--- config.mk ---
export PLATFORM = sky130hd
export DESIGN_NAME = parallel_gpio_bank_slice
export DESIGN_NICKNAME = d
export VERILOG_FILES = /design/src/hdl/gpio_slice_pkg.sv /design/src/hdl/parallel_gpio_bank_slice.sv /design/src/hdl/pin_level_sync.sv
export SDC_FILE = /design/constraint.sdc
export NUM_CORES = 1
export LEC_CHECK = 0
export BUFFER_PORTS_ARGS = -buffer_cell sky130_fd_sc_hd__buf_2
export CAP_MARGIN = 20
export CORE_UTILIZATION = 30
export CTS_BUF_LIST = sky130_fd_sc_hd__clkbuf_2 sky130_fd_sc_hd__clkbuf_4 sky130_fd_sc_hd__clkbuf_8
export CTS_CLUSTER_SIZE = 12
export DETAILED_ROUTE_END_ITERATION = 7
export PLACE_DENSITY = 0.52
export SYNTH_ARGS = -nofsm -noshare
export SYNTH_HDL_FRONTEND = slang
export SYNTH_SLANG_ARGS = --single-unit
--- constraint.sdc ---
create_clock -name i_clk -period 3.31 [get_ports i_clk]
set_input_delay 0.4965 -clock i_clk [delete_from_list [all_inputs] [get_ports i_clk]]
set_output_delay 0.4965 -clock i_clk [all_outputs]
set_load 0.03 [all_outputs]
--- src/hdl/gpio_slice_pkg.sv ---
// shared constants for the parallel gpio bank slice
package gpio_slice_pkg;

  ////////////////////////////////////////////////////////////////////////////
  // widths
  localparam int unsigned ADDR_W = 20;
  localparam int unsigned DATA_W = 16;
  localparam int unsigned PIN_W  = 32;
  localparam int unsigned BANK_W = 16;

  ////////////////////////////////////////////////////////////////////////////
  // register indices; the byte address is four times the index
  localparam logic [15:0] IDX_PIN_LEVEL_LOW_BANK     = 16'h4402;
  localparam logic [15:0] IDX_PIN_SELECT_MID_BANK    = 16'h4403;
  localparam logic [15:0] IDX_PIN_DIRECTION_MID_BANK = 16'h4404;
  localparam logic [15:0] IDX_PIN_LEVEL_MID_BANK     = 16'h4405;

  function automatic logic [ADDR_W-1:0] reg_addr(input logic [15:0] idx);
    return {2'h0, idx, 2'h0};
  endfunction : reg_addr

  localparam logic [ADDR_W-1:0] ADDR_PIN_LEVEL_LOW_BANK     = reg_addr(IDX_PIN_LEVEL_LOW_BANK);
  localparam logic [ADDR_W-1:0] ADDR_PIN_SELECT_MID_BANK    = reg_addr(IDX_PIN_SELECT_MID_BANK);
  localparam logic [ADDR_W-1:0] ADDR_PIN_DIRECTION_MID_BANK = reg_addr(IDX_PIN_DIRECTION_MID_BANK);
  localparam logic [ADDR_W-1:0] ADDR_PIN_LEVEL_MID_BANK     = reg_addr(IDX_PIN_LEVEL_MID_BANK);

  ////////////////////////////////////////////////////////////////////////////
  // field positions: bit n of a bank register is pin (base + n)
  localparam int unsigned LOW_BANK_BASE_PIN = 0;
  localparam int unsigned MID_BANK_BASE_PIN = 16;

  ////////////////////////////////////////////////////////////////////////////
  // reset values
  localparam logic [BANK_W-1:0] RESET_PIN_SELECT    = 16'h0000;
  localparam logic [BANK_W-1:0] RESET_PIN_DIRECTION = 16'h0000;
  localparam logic [DATA_W-1:0] READ_IDLE_VALUE     = 16'h0000;
  localparam logic [PIN_W-1:0]  PINS_RELEASED       = 32'h0000_0000;

endpackage : gpio_slice_pkg

--- src/hdl/parallel_gpio_bank_slice.sv ---
// data register for pins 0-15 and select, direction and data registers for pins 16-31
module parallel_gpio_bank_slice (
  input  wire logic        i_clk,
  input  wire logic        i_rst_n,
  input  wire logic [19:0] i_addr,
  input  wire logic [15:0] i_wdata,
  input  wire logic        i_wr_strobe,
  input  wire logic        i_rd_strobe,
  output logic      [15:0] o_rdata,
  input  wire logic [31:0] i_pin,
  output logic      [31:0] o_pin,
  output logic      [31:0] o_pin_oe,
  input  wire logic [15:0] i_low_select,
  input  wire logic [15:0] i_low_direction,
  input  wire logic        i_bus_mode
);

  ////////////////////////////////////////////////////////////////////////////
  // declarations

  logic [31:0] pin_level;

  logic [15:0] select_mid_reg;
  logic [15:0] select_mid_next;
  logic [15:0] direction_mid_reg;
  logic [15:0] direction_mid_next;
  logic [15:0] level_low_reg;
  logic [15:0] level_low_next;
  logic [15:0] level_mid_reg;
  logic [15:0] level_mid_next;

  logic [15:0] rdata_reg;
  logic [15:0] rdata_next;
  logic [31:0] pin_out_reg;
  logic [31:0] pin_out_next;
  logic [31:0] pin_oe_reg;
  logic [31:0] pin_oe_next;

  logic [31:0] select_all;
  logic [31:0] direction_all;
  logic [31:0] level_all;

  ////////////////////////////////////////////////////////////////////////////
  // helpers

  // per bit: stored value for outputs, live pin for inputs
  function automatic logic [15:0] read_level(input logic [15:0] dir,
                                             input logic [15:0] stored,
                                             input logic [15:0] live);
    return (dir & stored) | (~dir & live);
  endfunction : read_level

  // a pin drives only when selected and set as output
  function automatic logic [15:0] drive_enable(input logic [15:0] sel,
                                               input logic [15:0] dir);
    return sel & dir;
  endfunction : drive_enable

  // only the four slice addresses decode; anything else is refused
  function automatic logic is_mapped(input logic [19:0] addr);
    return (addr == gpio_slice_pkg::ADDR_PIN_LEVEL_LOW_BANK) ||
           (addr == gpio_slice_pkg::ADDR_PIN_SELECT_MID_BANK) ||
           (addr == gpio_slice_pkg::ADDR_PIN_DIRECTION_MID_BANK) ||
           (addr == gpio_slice_pkg::ADDR_PIN_LEVEL_MID_BANK);
  endfunction : is_mapped

  ////////////////////////////////////////////////////////////////////////////
  // pin input synchroniser

  pin_level_sync u_pin_level_sync (
    .i_clk   (i_clk),
    .i_pin   (i_pin),
    .o_level (pin_level)
  );

  assign select_all    = {select_mid_reg, i_low_select};
  assign direction_all = {direction_mid_reg, i_low_direction};
  assign level_all     = {level_mid_reg, level_low_reg};

  ////////////////////////////////////////////////////////////////////////////
  // register file and pin drive, next state

  always_comb begin
    select_mid_next    = select_mid_reg;
    direction_mid_next = direction_mid_reg;
    level_low_next     = level_low_reg;
    level_mid_next     = level_mid_reg;
    rdata_next         = gpio_slice_pkg::READ_IDLE_VALUE;
    pin_out_next       = gpio_slice_pkg::PINS_RELEASED;
    pin_oe_next        = gpio_slice_pkg::PINS_RELEASED;

    if (!i_rst_n) begin
      select_mid_next    = gpio_slice_pkg::RESET_PIN_SELECT;
      direction_mid_next = gpio_slice_pkg::RESET_PIN_DIRECTION;
      // sampled every reset cycle, so the last one before release wins
      level_low_next     = pin_level[15:0];
      level_mid_next     = pin_level[31:16];
    end else begin
      if (i_wr_strobe) begin
        unique case (i_addr)
          gpio_slice_pkg::ADDR_PIN_LEVEL_LOW_BANK: begin
            level_low_next = i_wdata;
          end
          gpio_slice_pkg::ADDR_PIN_SELECT_MID_BANK: begin
            select_mid_next = i_wdata;
          end
          gpio_slice_pkg::ADDR_PIN_DIRECTION_MID_BANK: begin
            direction_mid_next = i_wdata;
          end
          gpio_slice_pkg::ADDR_PIN_LEVEL_MID_BANK: begin
            level_mid_next = i_wdata;
          end
          default: begin
            // unmapped writes are dropped
          end
        endcase
      end

      if (i_rd_strobe) begin
        unique case (i_addr)
          gpio_slice_pkg::ADDR_PIN_LEVEL_LOW_BANK: begin
            rdata_next = read_level(i_low_direction, level_low_reg, pin_level[15:0]);
          end
          gpio_slice_pkg::ADDR_PIN_SELECT_MID_BANK: begin
            rdata_next = select_mid_reg;
          end
          gpio_slice_pkg::ADDR_PIN_DIRECTION_MID_BANK: begin
            rdata_next = direction_mid_reg;
          end
          gpio_slice_pkg::ADDR_PIN_LEVEL_MID_BANK: begin
            rdata_next = read_level(direction_mid_reg, level_mid_reg, pin_level[31:16]);
          end
          default: begin
            rdata_next = gpio_slice_pkg::READ_IDLE_VALUE;
          end
        endcase
      end

      // bus ownership beats any gpio select bit
      if (!i_bus_mode) begin
        pin_oe_next = {drive_enable(select_mid_reg, direction_mid_reg),
                       drive_enable(i_low_select, i_low_direction)};
        // the value is presented even while released; only oe gates it
        pin_out_next = level_all;
      end else begin
        pin_out_next = level_all;
      end
    end
  end

  ////////////////////////////////////////////////////////////////////////////
  // registers

  always_ff @(posedge i_clk) begin
    select_mid_reg    <= select_mid_next;
    direction_mid_reg <= direction_mid_next;
    level_low_reg     <= level_low_next;
    level_mid_reg     <= level_mid_next;
    rdata_reg         <= rdata_next;
    pin_out_reg       <= pin_out_next;
    pin_oe_reg        <= pin_oe_next;
  end

  assign o_rdata  = rdata_reg;
  assign o_pin    = pin_out_reg;
  assign o_pin_oe = pin_oe_reg;

  logic past_valid_reg;

  always_ff @(posedge i_clk) begin
    past_valid_reg <= i_rst_n;
  end
endmodule : parallel_gpio_bank_slice

--- src/hdl/pin_level_sync.sv ---
// two-flop synchroniser for the 32 pin inputs
module pin_level_sync (
  input  wire logic        i_clk,
  input  wire logic [31:0] i_pin,
  output logic      [31:0] o_level
);

  logic [31:0] stage1_reg;
  logic [31:0] stage2_reg;

  // no reset here: the data register must see the real pin level during reset
  always_ff @(posedge i_clk) begin
    stage1_reg <= i_pin;
    stage2_reg <= stage1_reg;
  end

  assign o_level = stage2_reg;

endmodule : pin_level_sync

# ---- Word-level counts from Yosys, hierarchy flattened
# Cells that the tools add are included.
dict set report word_totals {
  reg_bits 208
  in_bits 105
  out_inout_bits 80
}
dict set report classes {
  n_eq_ne 7
  muxes 7
  bitwise_logic 11
  reduce_logical 6
}
# op count
set ops {}
lappend ops {{$and 16x16->16} 6}
lappend ops {{$mux 16} 6}
lappend ops {{$eq 20x17->1 const B} 4}
lappend ops {{$pmux 16 s4} 1}
lappend ops {{$not 16->16} 2}
lappend ops {{$or 16x16->16} 2}
lappend ops {{$reduce_and 2->1} 5}
lappend ops {{$ne 2x1->1 const B} 3}
lappend ops {{$reduce_or 2->1} 1}
lappend ops {{$not 1->1} 1}

# ---- Depth between registers and ports, before layout
# Gate-level depths: netlist of the first run.
dict set report logic_depth {
  word_depth 4
  ltp_mapped 5
  ltp_nobuf 4
}

# ---- Modules after synthesis
# A second synthesis of the first run with hierarchy kept.
dict set report hier_totals {
  cells_unflattened 571
  hier_area_um2 6588.8
}
# mod n_inst cells_per_inst area_each_um2 seq_area_each_um2
set by_module_without_submodules {}
lappend by_module_without_submodules {parallel_gpio_bank_slice 1 507 5307.6 3203.1}
lappend by_module_without_submodules {pin_level_sync 1 64 1281.2 1281.2}

# ---- Least setup slack after synthesis of the first run
# OpenSTA, ideal clock, no wires.
dict set report synth_path {
  path_kind {input to register}
  start {in i_addr[5]}
  end {reg level_mid_reg[0] (enable)}
  setup_time_ps 391
  arrival_time_ps 1961
  required_ps 2919
  setup_slack_ps 958
  cell_stages 4
  path_buffers 0
  cell_sequence {nor4_4 and4_4 nand3_1 o21ai_1}
}
dict set report synth_between {
  elab_chain_len 3
}
# item line
set synth_lines {}
lappend synth_lines {{start, declared} parallel_gpio_bank_slice.sv:5} ;# input wire logic [19:0] i_addr,
lappend synth_lines {{$eq 20x17->1} parallel_gpio_bank_slice.sv:100} ;# unique case (i_addr)
lappend synth_lines {{$ne 2x1->1 (no source line)} --}
lappend synth_lines {{$reduce_and 2->1 (no source line)} --}
lappend synth_lines {{end signal, assigned} parallel_gpio_bank_slice.sv:158} ;# level_mid_reg <= level_mid_next;
lappend synth_lines {{end, declared} parallel_gpio_bank_slice.sv:29} ;# logic [15:0] level_mid_reg;
# Every way passes these cells.
# A chain may end at the register's enable or synchronous reset.

# ---- Worst setup path after layout of the first run
dict set report layout_path {
  start {in i_addr[14]}
  end {reg level_low_reg[7] (enable)}
}
dict set report layout_between {
  elab_chain_len 3
}
# item line
set layout_lines {}
lappend layout_lines {{$eq 20x17->1} parallel_gpio_bank_slice.sv:100}
lappend layout_lines {{$ne 2x1->1 (no source line)} --}
lappend layout_lines {{$reduce_and 2->1 (no source line)} --}
lappend layout_lines {{end signal, assigned} parallel_gpio_bank_slice.sv:157} ;# level_low_reg <= level_low_next;
lappend layout_lines {{end, declared} parallel_gpio_bank_slice.sv:27} ;# logic [15:0] level_low_reg;
# Every way passes these cells.

==> impl_metrics.csv, run 1 <==
group,metric,value,unit
clocking,cts_tree,"built",
placement,place_area,0.00795,sq mm
worst_setup_path,setup.worst_path.start,"i_addr[14]",
clocking,postCtsHoldBufs,0,
sta,finalMaxSlewViolations,0,
sta,setup_viol,0,
pwr,p_leak,3.98,nW
placement,gp_congestion,0.787,
drt,vias,4735,
pwr,p_per_area,639,mW/mm^2
drt,drt-total-wl,16500,um
clocking,clock_latency,500,ps
worst_setup_path,endpoint,"level_low_reg[7]",
floorplanning,die_height,152,um
clocking,root_buffer,"clkbuf_8",
floorplanning,core-area,0.0219,sq mm
grt,antenna_found_initial,0,
synthesis,syn_avg_cell_area,11.7,sq um
grt,grt_overflow,0,
clocking,clk_path_buf_depth,3,
floorplanning,initial_core_util,30.8,%
synthesis,ys_async_sr_fraction,0,%
synthesis,synthTopCellsByArea,"dfxtp_1, edfxtp_1, mux2i_1",
clocking,cts_resized,0,
drt,via_per_inst,4.36,
layout,diodes,0,
layout,finalInstanceArea,0.00878,sq mm
sta,setup_tns,0,ps
drt,drc,0,
grt,grt_max_degree,63,
synthesis,synth_warnings,0,
synthesis,synth_cell_types,35,
layout,drive_above_1_share,34.5,%
grt,grt_pass1_vias,4637,
clocking,htreeDepth,2,
sta,period_minus_slack,1950,ps
worst_setup_path,crit_arrival,2150,ps
synthesis,ys_top_cells_by_count,"dfxtp_1, nand2_1, mux2i_1",
placement,dp_hpwl,10600,um
floorplanning,die_w,152,um
run,maxCapViolations,0,
layout,nets,885,
clocking,cts_inserted_buffers,37,
hold_path,hp-class,"input port to flop",
sta,fmaxAchievable,513,MHz
floorplanning,rows,54,
layout,syn_to_final_growth,30.4,%
grt,grt.total_usage,14.2,%
clocking,clock-sinks,208,
grt,grt_pass1_wl,25700,um
synthesis,yosys.area.top_type,"dfxtp_1",
synthesis,syn_inst,578,
synthesis,synth_top_area_share,52.3,%
worst_setup_path,required,3510,ps
worst_setup_path,r2r-start,"level_low_reg[12]",
floorplanning,dieArea,0.0231,sq mm
worst_setup_path,critPathKind,"input port to flop",
clocking,clkTransAtPathRegs,60,ps
sta,rsz0062_at_grt,"false",
worst_setup_path,crit_path_max_fanout,10,
run_status,status,"finished, final reports clean",
synthesis,yosysSeqAreaShare,66.6,%
synthesis,yosysMostFrequentCell,"dfxtp_1",
synthesis,ys_ff_latch,208,
clocking,post_cts_buffers,0,
synthesis,ys.flop_type,"dfxtp_1",
synthesis,syn-num-nets,683,
sta,hold_viol,0,
placement,io_buffers,184,
worst_setup_path,cp-end-kind,"flop",
worst_setup_path,r2r-end,"o_rdata[12]",
floorplanning,io_pins,185,
synthesis,synth-edff-count,32,
drt,drt_iter0_drc,139,
sta,clock_skew,7.89,ps
sta,worst_slew_margin_rel,43.0,%
pwr,peakVddDrop,259,uV
drt,ant_nets,0,
drt,wl_per_cell,15.2,um
drt,dr.pass1.iters,6,
worst_setup_path,rrSetupSlack,2210,ps
sta,fin_crit_sh,58.8,%
worst_setup_path,crit_path_start_kind,"input port",
worst_setup_path,worstRegToRegCells,4,
sta,worst_pin_slew,853,ps
synthesis,syn-cell-area,0.00674,sq mm
==> worst min path at each step <==
| stage | from | endpoint | slack, ps | cells past startpoint |
|---|---|---|---|---|
| detailed placement | u_pin_level_sync.stage1_reg[13] | u_pin_level_sync.o_level[13] | 310 | 0 |
| CTS | i_pin[9] | u_pin_level_sync.stage1_reg[9] | 50 | 1 |
| floorplan | u_pin_level_sync.stage1_reg[0] | u_pin_level_sync.o_level[0] | 310 | 0 |
| global route | i_pin[15] | u_pin_level_sync.stage1_reg[15] | 50 | 1 |
| global placement | u_pin_level_sync.stage1_reg[17] | u_pin_level_sync.o_level[17] | 310 | 0 |
| finish | i_pin[9] | u_pin_level_sync.stage1_reg[9] | 90 | 1 |
==> critical path: stages <==
cell	delay (ps)
buf_2	110
nor4b_1	360
and4_4	320
nand3_1	150
o21ai_2	490
buf_12	230
==> power breakdown <==
part,switching (mW),internal [mW]
Combinational,0.194,0.119
Clock,1.00,1.59
Sequential,0.0352,2.67
==> layout by cell type, fill, tap and decap left out, types with 2 or more instances in the layout <==
cell type	count
dfxtp_1	176
and3_1	32
buf_2	183
inv_1	32
a21oi_1	32
mux2i_1	48
clkbuf_4	9
nor2_4	2
buf_4	6
o21ai_2	2
and2_1	32
nor4b_2	2
nand2_1	64
o32ai_1	6
o21ai_0	32
edfxtp_1	32
nor2_1	32
clkbuf_8	53
o32ai_2	10
nor4b_1	2
==> metal layers <==
metal	share of wire (%)	global-route usage, %
met1	44	17.5
met2	46	23.1
met3	6.4	4.02
met4	2.9	6.52
met5	0	0
==> layout make-up <==
class / count / area (sq um)
fill: 2169 / 13100
inverter: 32 / 120
sequential: 208 / 4480
multi-input combinational: 311 / 2010
tap: 280 / 350
timing repair buffer: 190 / 981
clock buffer: 62 / 797
clock inverter: 2 / 35.0
==> cell families after synthesis <==
logic type / share of synthesized area [%]
AO/OA/AOI/OAI: 8.10
buffers and inverters: 3.75
flip-flops: 66.6
multiplexers: 7.13
AND/OR/NAND/NOR: 14.4
==> metrics by stage <==
stage | power (mW) | std cells | utilization (%) | hold slack (ps) | setup WS (ps)
after floorplan | 2.92 | 578 | - | 310 | 958
after global placement | 3.08 | 1021 | 36.3 | 310 | 924
after detailed placement | 3.08 | 1021 | 36.3 | 312 | 836
after CTS | 5.71 | 1085 | 40.1 | 48.8 | 1380
after global routing | 5.86 | 1085 | 40.1 | 47.1 | 1270
final | 5.61 | 1085 | 40.1 | 88.3 | 1360
No activity file was read; power rests on OpenSTA's default activity.
==> run 2, diff against run 1 <==
- ABC_AREA: not set -> 1
- PLACE_DENSITY: 0.52 -> 0.53
- clock period: 3.31 -> 1.65 ns (I/O delays scaled with it)
==> impl_metrics.csv, run 2 <==
group,metric,value,unit
clocking,clock_latency,520,ps
sta,timing.final.ws_setup,348,ps
worst_setup_path,required,1400,ps
pwr,p_clk_share,44.7,%
sta,fmaxAchievable,768,MHz
run,maxCapViolations,0,
worst_setup_path,crit_path_max_fanout,1,
drt,ant_nets,0,
layout,drive_above_1_share,27.0,%
sta,finalMaxSlewViolations,0,
drt,via_per_inst,4.29,
synthesis,syn_avg_cell_area,9.04,sq um
grt,met3_usage,4.29,%
floorplanning,die_height,157,um
pwr,p_per_area,1100,mW/mm^2
synthesis,synth_cell_types,24,
clocking,cts_inserted_buffers,37,
synthesis,syn-cell-area,0.00718,sq mm
synthesis,synthTopCellsByArea,"dfxtp_1, edfxtp_1, nand2_1",
clocking,cts_resized,0,
clocking,cts_tree,"built",
synthesis,syn_inst,794,
floorplanning,rows,56,
synthesis,synth-edff-count,32,
worst_setup_path,crit_arrival,1050,ps
worst_setup_path,worst_path_max_delay_cell,"dfxtp_1",
worst_setup_path,path_cells,"buf_2",
grt,grtUsageMet1,21.7,%
synthesis,syn-num-nets,899,
synthesis,yosysSeqAreaShare,62.5,%
pwr,p_sw,2.56,mW
pwr,power.internal,8.70,mW
grt,antenna_found_initial,0,
grt,grt_pass1_wl,31400,um
grt,grt_pass1_vias,6078,
floorplanning,io_pins,185,
sta,period_minus_slack,1300,ps
layout,fillers,2317,
pwr,seq_power_share,48.1,%
floorplanning,initial_core_util,30.6,%
clocking,htreeDepth,2,
clocking,post_cts_buffers,0,
synthesis,yosys.area.top_type,"dfxtp_1",
placement,place_area,0.00862,sq mm
clocking,clk_path_buf_depth,3,
pwr,pwr-share-comb,7.2,%
synthesis,synth_top_area_share,49.1,%
clocking,root_buffer,"clkbuf_8",
placement,dp_hpwl,13400,um
clocking,clkTransAtPathRegs,60,ps
placement,io_buffers,184,
drt,drc,0,
grt,grt_overflow,0,
worst_setup_path,cp-end-kind,"output port",
hold_path,hp-class,"input port to flop",
drt,vias,6176,
drt,drt-total-wl,19800,um
sta,hold_viol,0,
clocking,clock-sinks,208,
placement,pre_cts_ws,-21.7,ps
sta,worst_pin_slew,356,ps
drt,wl_per_cell,13.8,um
pwr,peakVddDrop,783,uV
sta,worst_slew_margin_rel,76.0,%
worst_setup_path,worst-path-buf-inv,1,
synthesis,yosysMostFrequentCell,"dfxtp_1",
floorplanning,core-area,0.0235,sq mm
synthesis,ys.flop_type,"dfxtp_1",
sta,setup_viol,0,
floorplanning,die_w,157,um
synthesis,ys_top_cells_by_count,"dfxtp_1, nand2_1, nor2_1, o21ai_0, inv_1",
grt,grt.total_usage,16.6,%
layout,final_common_cell,"buf_2",
run_status,status,"finished, final reports clean",
grt,grt_max_degree,51,
pwr,power,11.3,mW
worst_setup_path,critical-path-top-delay-family,"flip-flops",
sta,fin_crit_sh,78.9,%
drt,dr.pass1.iters,5,
layout,finalInstanceArea,0.0102,sq mm
layout,nets,1197,
grt,grt_use_met2,26.8,%
layout,syn_to_final_growth,42.1,%
worst_setup_path,crit_path_start_kind,"flop",
layout,layout_common_cells,"buf_2, dfxtp_1, nand2_1",
synthesis,ys_ff_latch,208,
pwr,p_leak,4.93,nW
sta,rsz0062_at_grt,"false",
drt,drt_iter0_drc,310,
floorplanning,dieArea,0.0246,sq mm
grt,top_usage_layer,"met2",
placement,gp_congestion,0.770,
synthesis,ys_async_sr_fraction,0,%
worst_setup_path,slowest_delay,310,ps
sta,clock_skew,26.0,ps
worst_setup_path,critPathKind,"flop to output port",
pwr,switching_share,22.7,%
synthesis,synth_warnings,0,
run 2: changes by cell type in the layout (fill, tap and decap cells not counted), sizes merged, moves of 4 or more:
| cell | change |
|---|---|
| mux2i | -48 |
| o21ai | +65 |
| dlygate4sd3 | +78 |
| nand3 | +6 |
| nand2 | +88 |
| o32ai | -16 |
| a21oi | -32 |
| buf | +28 |
| inv | +47 |
| nand4 | +63 |
| and2 | -32 |
| and3 | -33 |
| nor2 | +111 |
| nor4b | -4 |
run 2: per-stage QoR:
step                utilization [%]  hold slack [ps]  setup TNS, ps  cells
global placement               36.7              311           -116   1294
finish                         43.5             40.1              0   1438
global route                   43.5             36.9              0   1437
detailed placement             36.7              312           -169   1294
floorplan                         -              275              0    794
CTS                            43.5             7.11              0   1437
run 2: worst paths after layout:
kind,start,to,slack [ps],cells past startpoint
hold / removal,i_wdata[13],direction_mid_reg[13],40,3
setup reg to reg,u_pin_level_sync.o_level[3],o_rdata[3],600,6
hold reg to reg,u_pin_level_sync.stage1_reg[15],u_pin_level_sync.o_level[15],310,0
setup / recovery,o_pin_oe[19],o_pin_oe[19],350,1
run 2: layout make-up:
cell class | count | area (sq um) | area share [%]
clock inverter | 3 | 18.8 | 0.184
timing repair buffer | 296 | 2020 | 19.8
tap | 319 | 399 | 3.91
multi-input combinational | 470 | 2190 | 21.5
antenna | 1 | 2.50 | 0.0245
sequential | 208 | 4480 | 44.0
clock buffer | 62 | 785 | 7.69
inverter | 79 | 298 | 2.92
run 2: power by group through the flow:
stage	clock network [mW]	logic (mW)	registers [mW]
after global routing	5.43	0.894	5.43
final	5.03	0.811	5.41
after floorplan	0	0.223	5.62
after detailed placement	0	0.672	5.52
after CTS	5.19	0.816	5.41
after global placement	0	0.664	5.52
run 2: logic make-up (layout without fill, tap and decap cells):
family	after synthesis	in the layout	share of synthesized area (%)
and+or+nand+nor	371	371	23.5
DFF	208	208	62.5
buffers and inverters	116	440	7.13
AOI/OAI and AO/OA	99	99	6.90
other	0	1	0
run 2: what timing repair did:
| item | in CTS | in global routing |
|---|---|---|
| endpoints found under the hold margin | 65 | 0 |
| hold buffers | 78 | 0 |
| endpoints found under the setup margin | 0 | 0 |
run 2: per-layer routing:
| layer | wire length, um | part of all wire (%) |
|---|---|---|
| met4 | 367 | 1.8 |
| met2 | 8820 | 44 |
| met1 | 9360 | 47 |
| met5 | 0 | 0 |
| met3 | 1300 | 6.5 |
run 2: tightest hold or removal path: stages:
cell and delay (ps):
buf_2 120, nor2_1 50, nor2_1 100
==> run 3, diff against run 2 <==
- PLACE_DENSITY: 0.53 -> 0.51
- clock period: 1.65 -> 1.2 ns (I/O delays scaled with it)
==> impl_metrics.csv, run 3 (synthesized netlist as in run 2, its figures left out) <==
group,metric,value,unit
pwr,power.internal,12.5,mW
floorplanning,rows,56,
placement,io_buffers,184,
drt,drt_iter0_drc,250,
grt,grt_pass1_vias,6220,
floorplanning,core-area,0.0235,sq mm
drt,dr.pass1.iters,5,
placement,placedCellCount,1300,
floorplanning,initial_core_util,30.6,%
grt,grt_pass1_wl,31700,um
hold_path,min_from,"i_rst_n",
floorplanning,io_pins,185,
layout,fillers,2243,
clocking,clock-sinks,208,
worst_setup_path,path_cells,"buf_6",
worst_setup_path,worst-path-buf-inv,1,
worst_setup_path,crit_path_max_fanout,1,
grt,grt.total_usage,16.8,%
pwr,pwr-share-comb,7.6,%
clocking,cts_inserted_buffers,38,
sta,worst_pin_slew,632,ps
worst_setup_path,rrSetupSlack,140,ps
worst_setup_path,crit_arrival,990,ps
clocking,clock_latency,520,ps
placement,gp_congestion,0.772,
layout,instances_no_fill,1450,
sta,fmaxAchievable,854,MHz
worst_setup_path,cp-end-kind,"output port",
layout,final_util,46.7,%
worst_setup_path,crit_path_start_kind,"flop",
clocking,htreeDepth,2,
grt,antenna_found_initial,0,
hold_path,hp-class,"input port to flop",
clocking,clk_path_buf_depth,3,
pwr,switching_share,22.4,%
drt,wl_per_cell,13.9,um
run,maxCapViolations,0,
pwr,p_leak,5.11,nW
drt,via_per_inst,4.29,
pwr,p_clk_share,45.9,%
grt,grt_max_degree,55,
floorplanning,die_w,157,um
drt,vias,6222,
worst_setup_path,r2r-start,"level_mid_reg[9]",
floorplanning,die_height,157,um
worst_setup_path,setup.worst_path.start,"o_pin[23]",
floorplanning,dieArea,0.0246,sq mm
sta,finalMaxSlewViolations,0,
pwr,seq_power_share,46.5,%
worst_setup_path,critPathKind,"flop to output port",
placement,dp_hpwl,13000,um
layout,layout_common_cells,"nand2_1, nor2_1, dfxtp_1",
worst_setup_path,required,1020,ps
pwr,p_sw,3.60,mW
worst_setup_path,slowest_delay,340,ps
sta,setup_viol,0,
clocking,post_cts_buffers,0,
sta,clock_skew,17.5,ps
layout,diodes,0,
sta,rsz0062_at_grt,"true",
drt,drt-total-wl,20200,um
sta,period_minus_slack,1170,ps
sta,hold_viol,0,
run_status,status,"finished, final reports clean",
worst_setup_path,worst_path_max_delay_cell,"dfxtp_2",
pwr,p_per_area,1470,mW/mm^2
clocking,clkTransAtPathRegs,60,ps
drt,ant_nets,0,
worst_setup_path,critical-path-top-delay-family,"flip-flops",
layout,syn_to_final_growth,52.6,%
clocking,cts_tree,"built",
pwr,peakVddDrop,1040,uV
sta,worst_slew_margin_rel,57.8,%
grt,grt_overflow,0,
layout,drive_above_1_share,32.5,%
sta,timing.final.ws_setup,28.6,ps
drt,drc,0,
sta,fin_crit_sh,97.6,%
layout,nets,1207,
clocking,root_buffer,"clkbuf_8",
placement,pre_cts_ws,-428,ps
layout,final_common_cell,"nand2_1",
## run 3: cell types whose count changed in the layout (fill, tap and decap cells not counted), moves of 3 or more
cell	before	now
dfxtp_1	176	126
dlygate4sd3_1	78	81
dfxtp_2	0	50
buf_4	30	48
buf_2	183	103
buf_6	0	61
buf_12	5	12
## run 3: cell type report
class / instances / area, sq um / share of cell area (%)
clock buffers: 61 / 771 / 7.03
clock inverters: 8 / 93.8 / 0.856
inverters: 79 / 308 / 2.81
multi-input cells: 470 / 2230 / 20.3
flip-flops and latches: 208 / 4550 / 41.5
well taps: 319 / 399 / 3.64
repair buffers: 305 / 2610 / 23.8
## run 3: stage by stage
step	total power, mW	setup TNS, ps	hold WS [ps]	instance area (sq um)
3_3_place_gp	8.53	-29640	284	8790
5_1_grt	16.8	-81.9	34.3	11000
2_1_floorplan	8.05	-8350	208	7230
3_5_place_dp	8.54	-30590	284	8790
4_1_cts	16.3	-3.78	13.3	10800
6_report	16.1	0	42.1	11000
## run 3: per-layer routing
layer  vias up  track usage [%]  wire, um
met4         0             5.28       436
met2       189             29.3      9900
met5         -                0         0
met1      2792             20.2      8680
met3        38             4.13      1170
li1       3203                -         -
## run 3: final timing paths
path	end	cells past startpoint
worst max-delay path	o_pin[23]	1
worst min register to register	u_pin_level_sync.o_level[3]	0
worst max register to register	o_rdata[9]	6
worst min-delay path	o_pin_oe[2]	3
## run 3: worst register-to-register path, stage by stage, from the launching register on
cell	delay, ps
edfxtp_1	430
nand2_1	90
o21ai_0	90
nand4_1	100
nand2_1	60
nor2_1	100
nor2_1	50
## run 3: power by group through the flow
stage          logic [mW]  registers, mW  clock network (mW)
5_1_grt              1.34           7.50                7.97
3_3_place_gp        0.939           7.60                   0
3_5_place_dp        0.944           7.59                   0
4_1_cts              1.20           7.46                7.64
6_report             1.22           7.47                7.37
2_1_floorplan       0.314           7.73                   0
## run 3: what timing repair did
action                                  4_1_cts  5_1_grt
resized for setup                           115       77
endpoints found under the setup margin       80       53
hold buffers                                 81        0
endpoints found under the hold margin       103        0
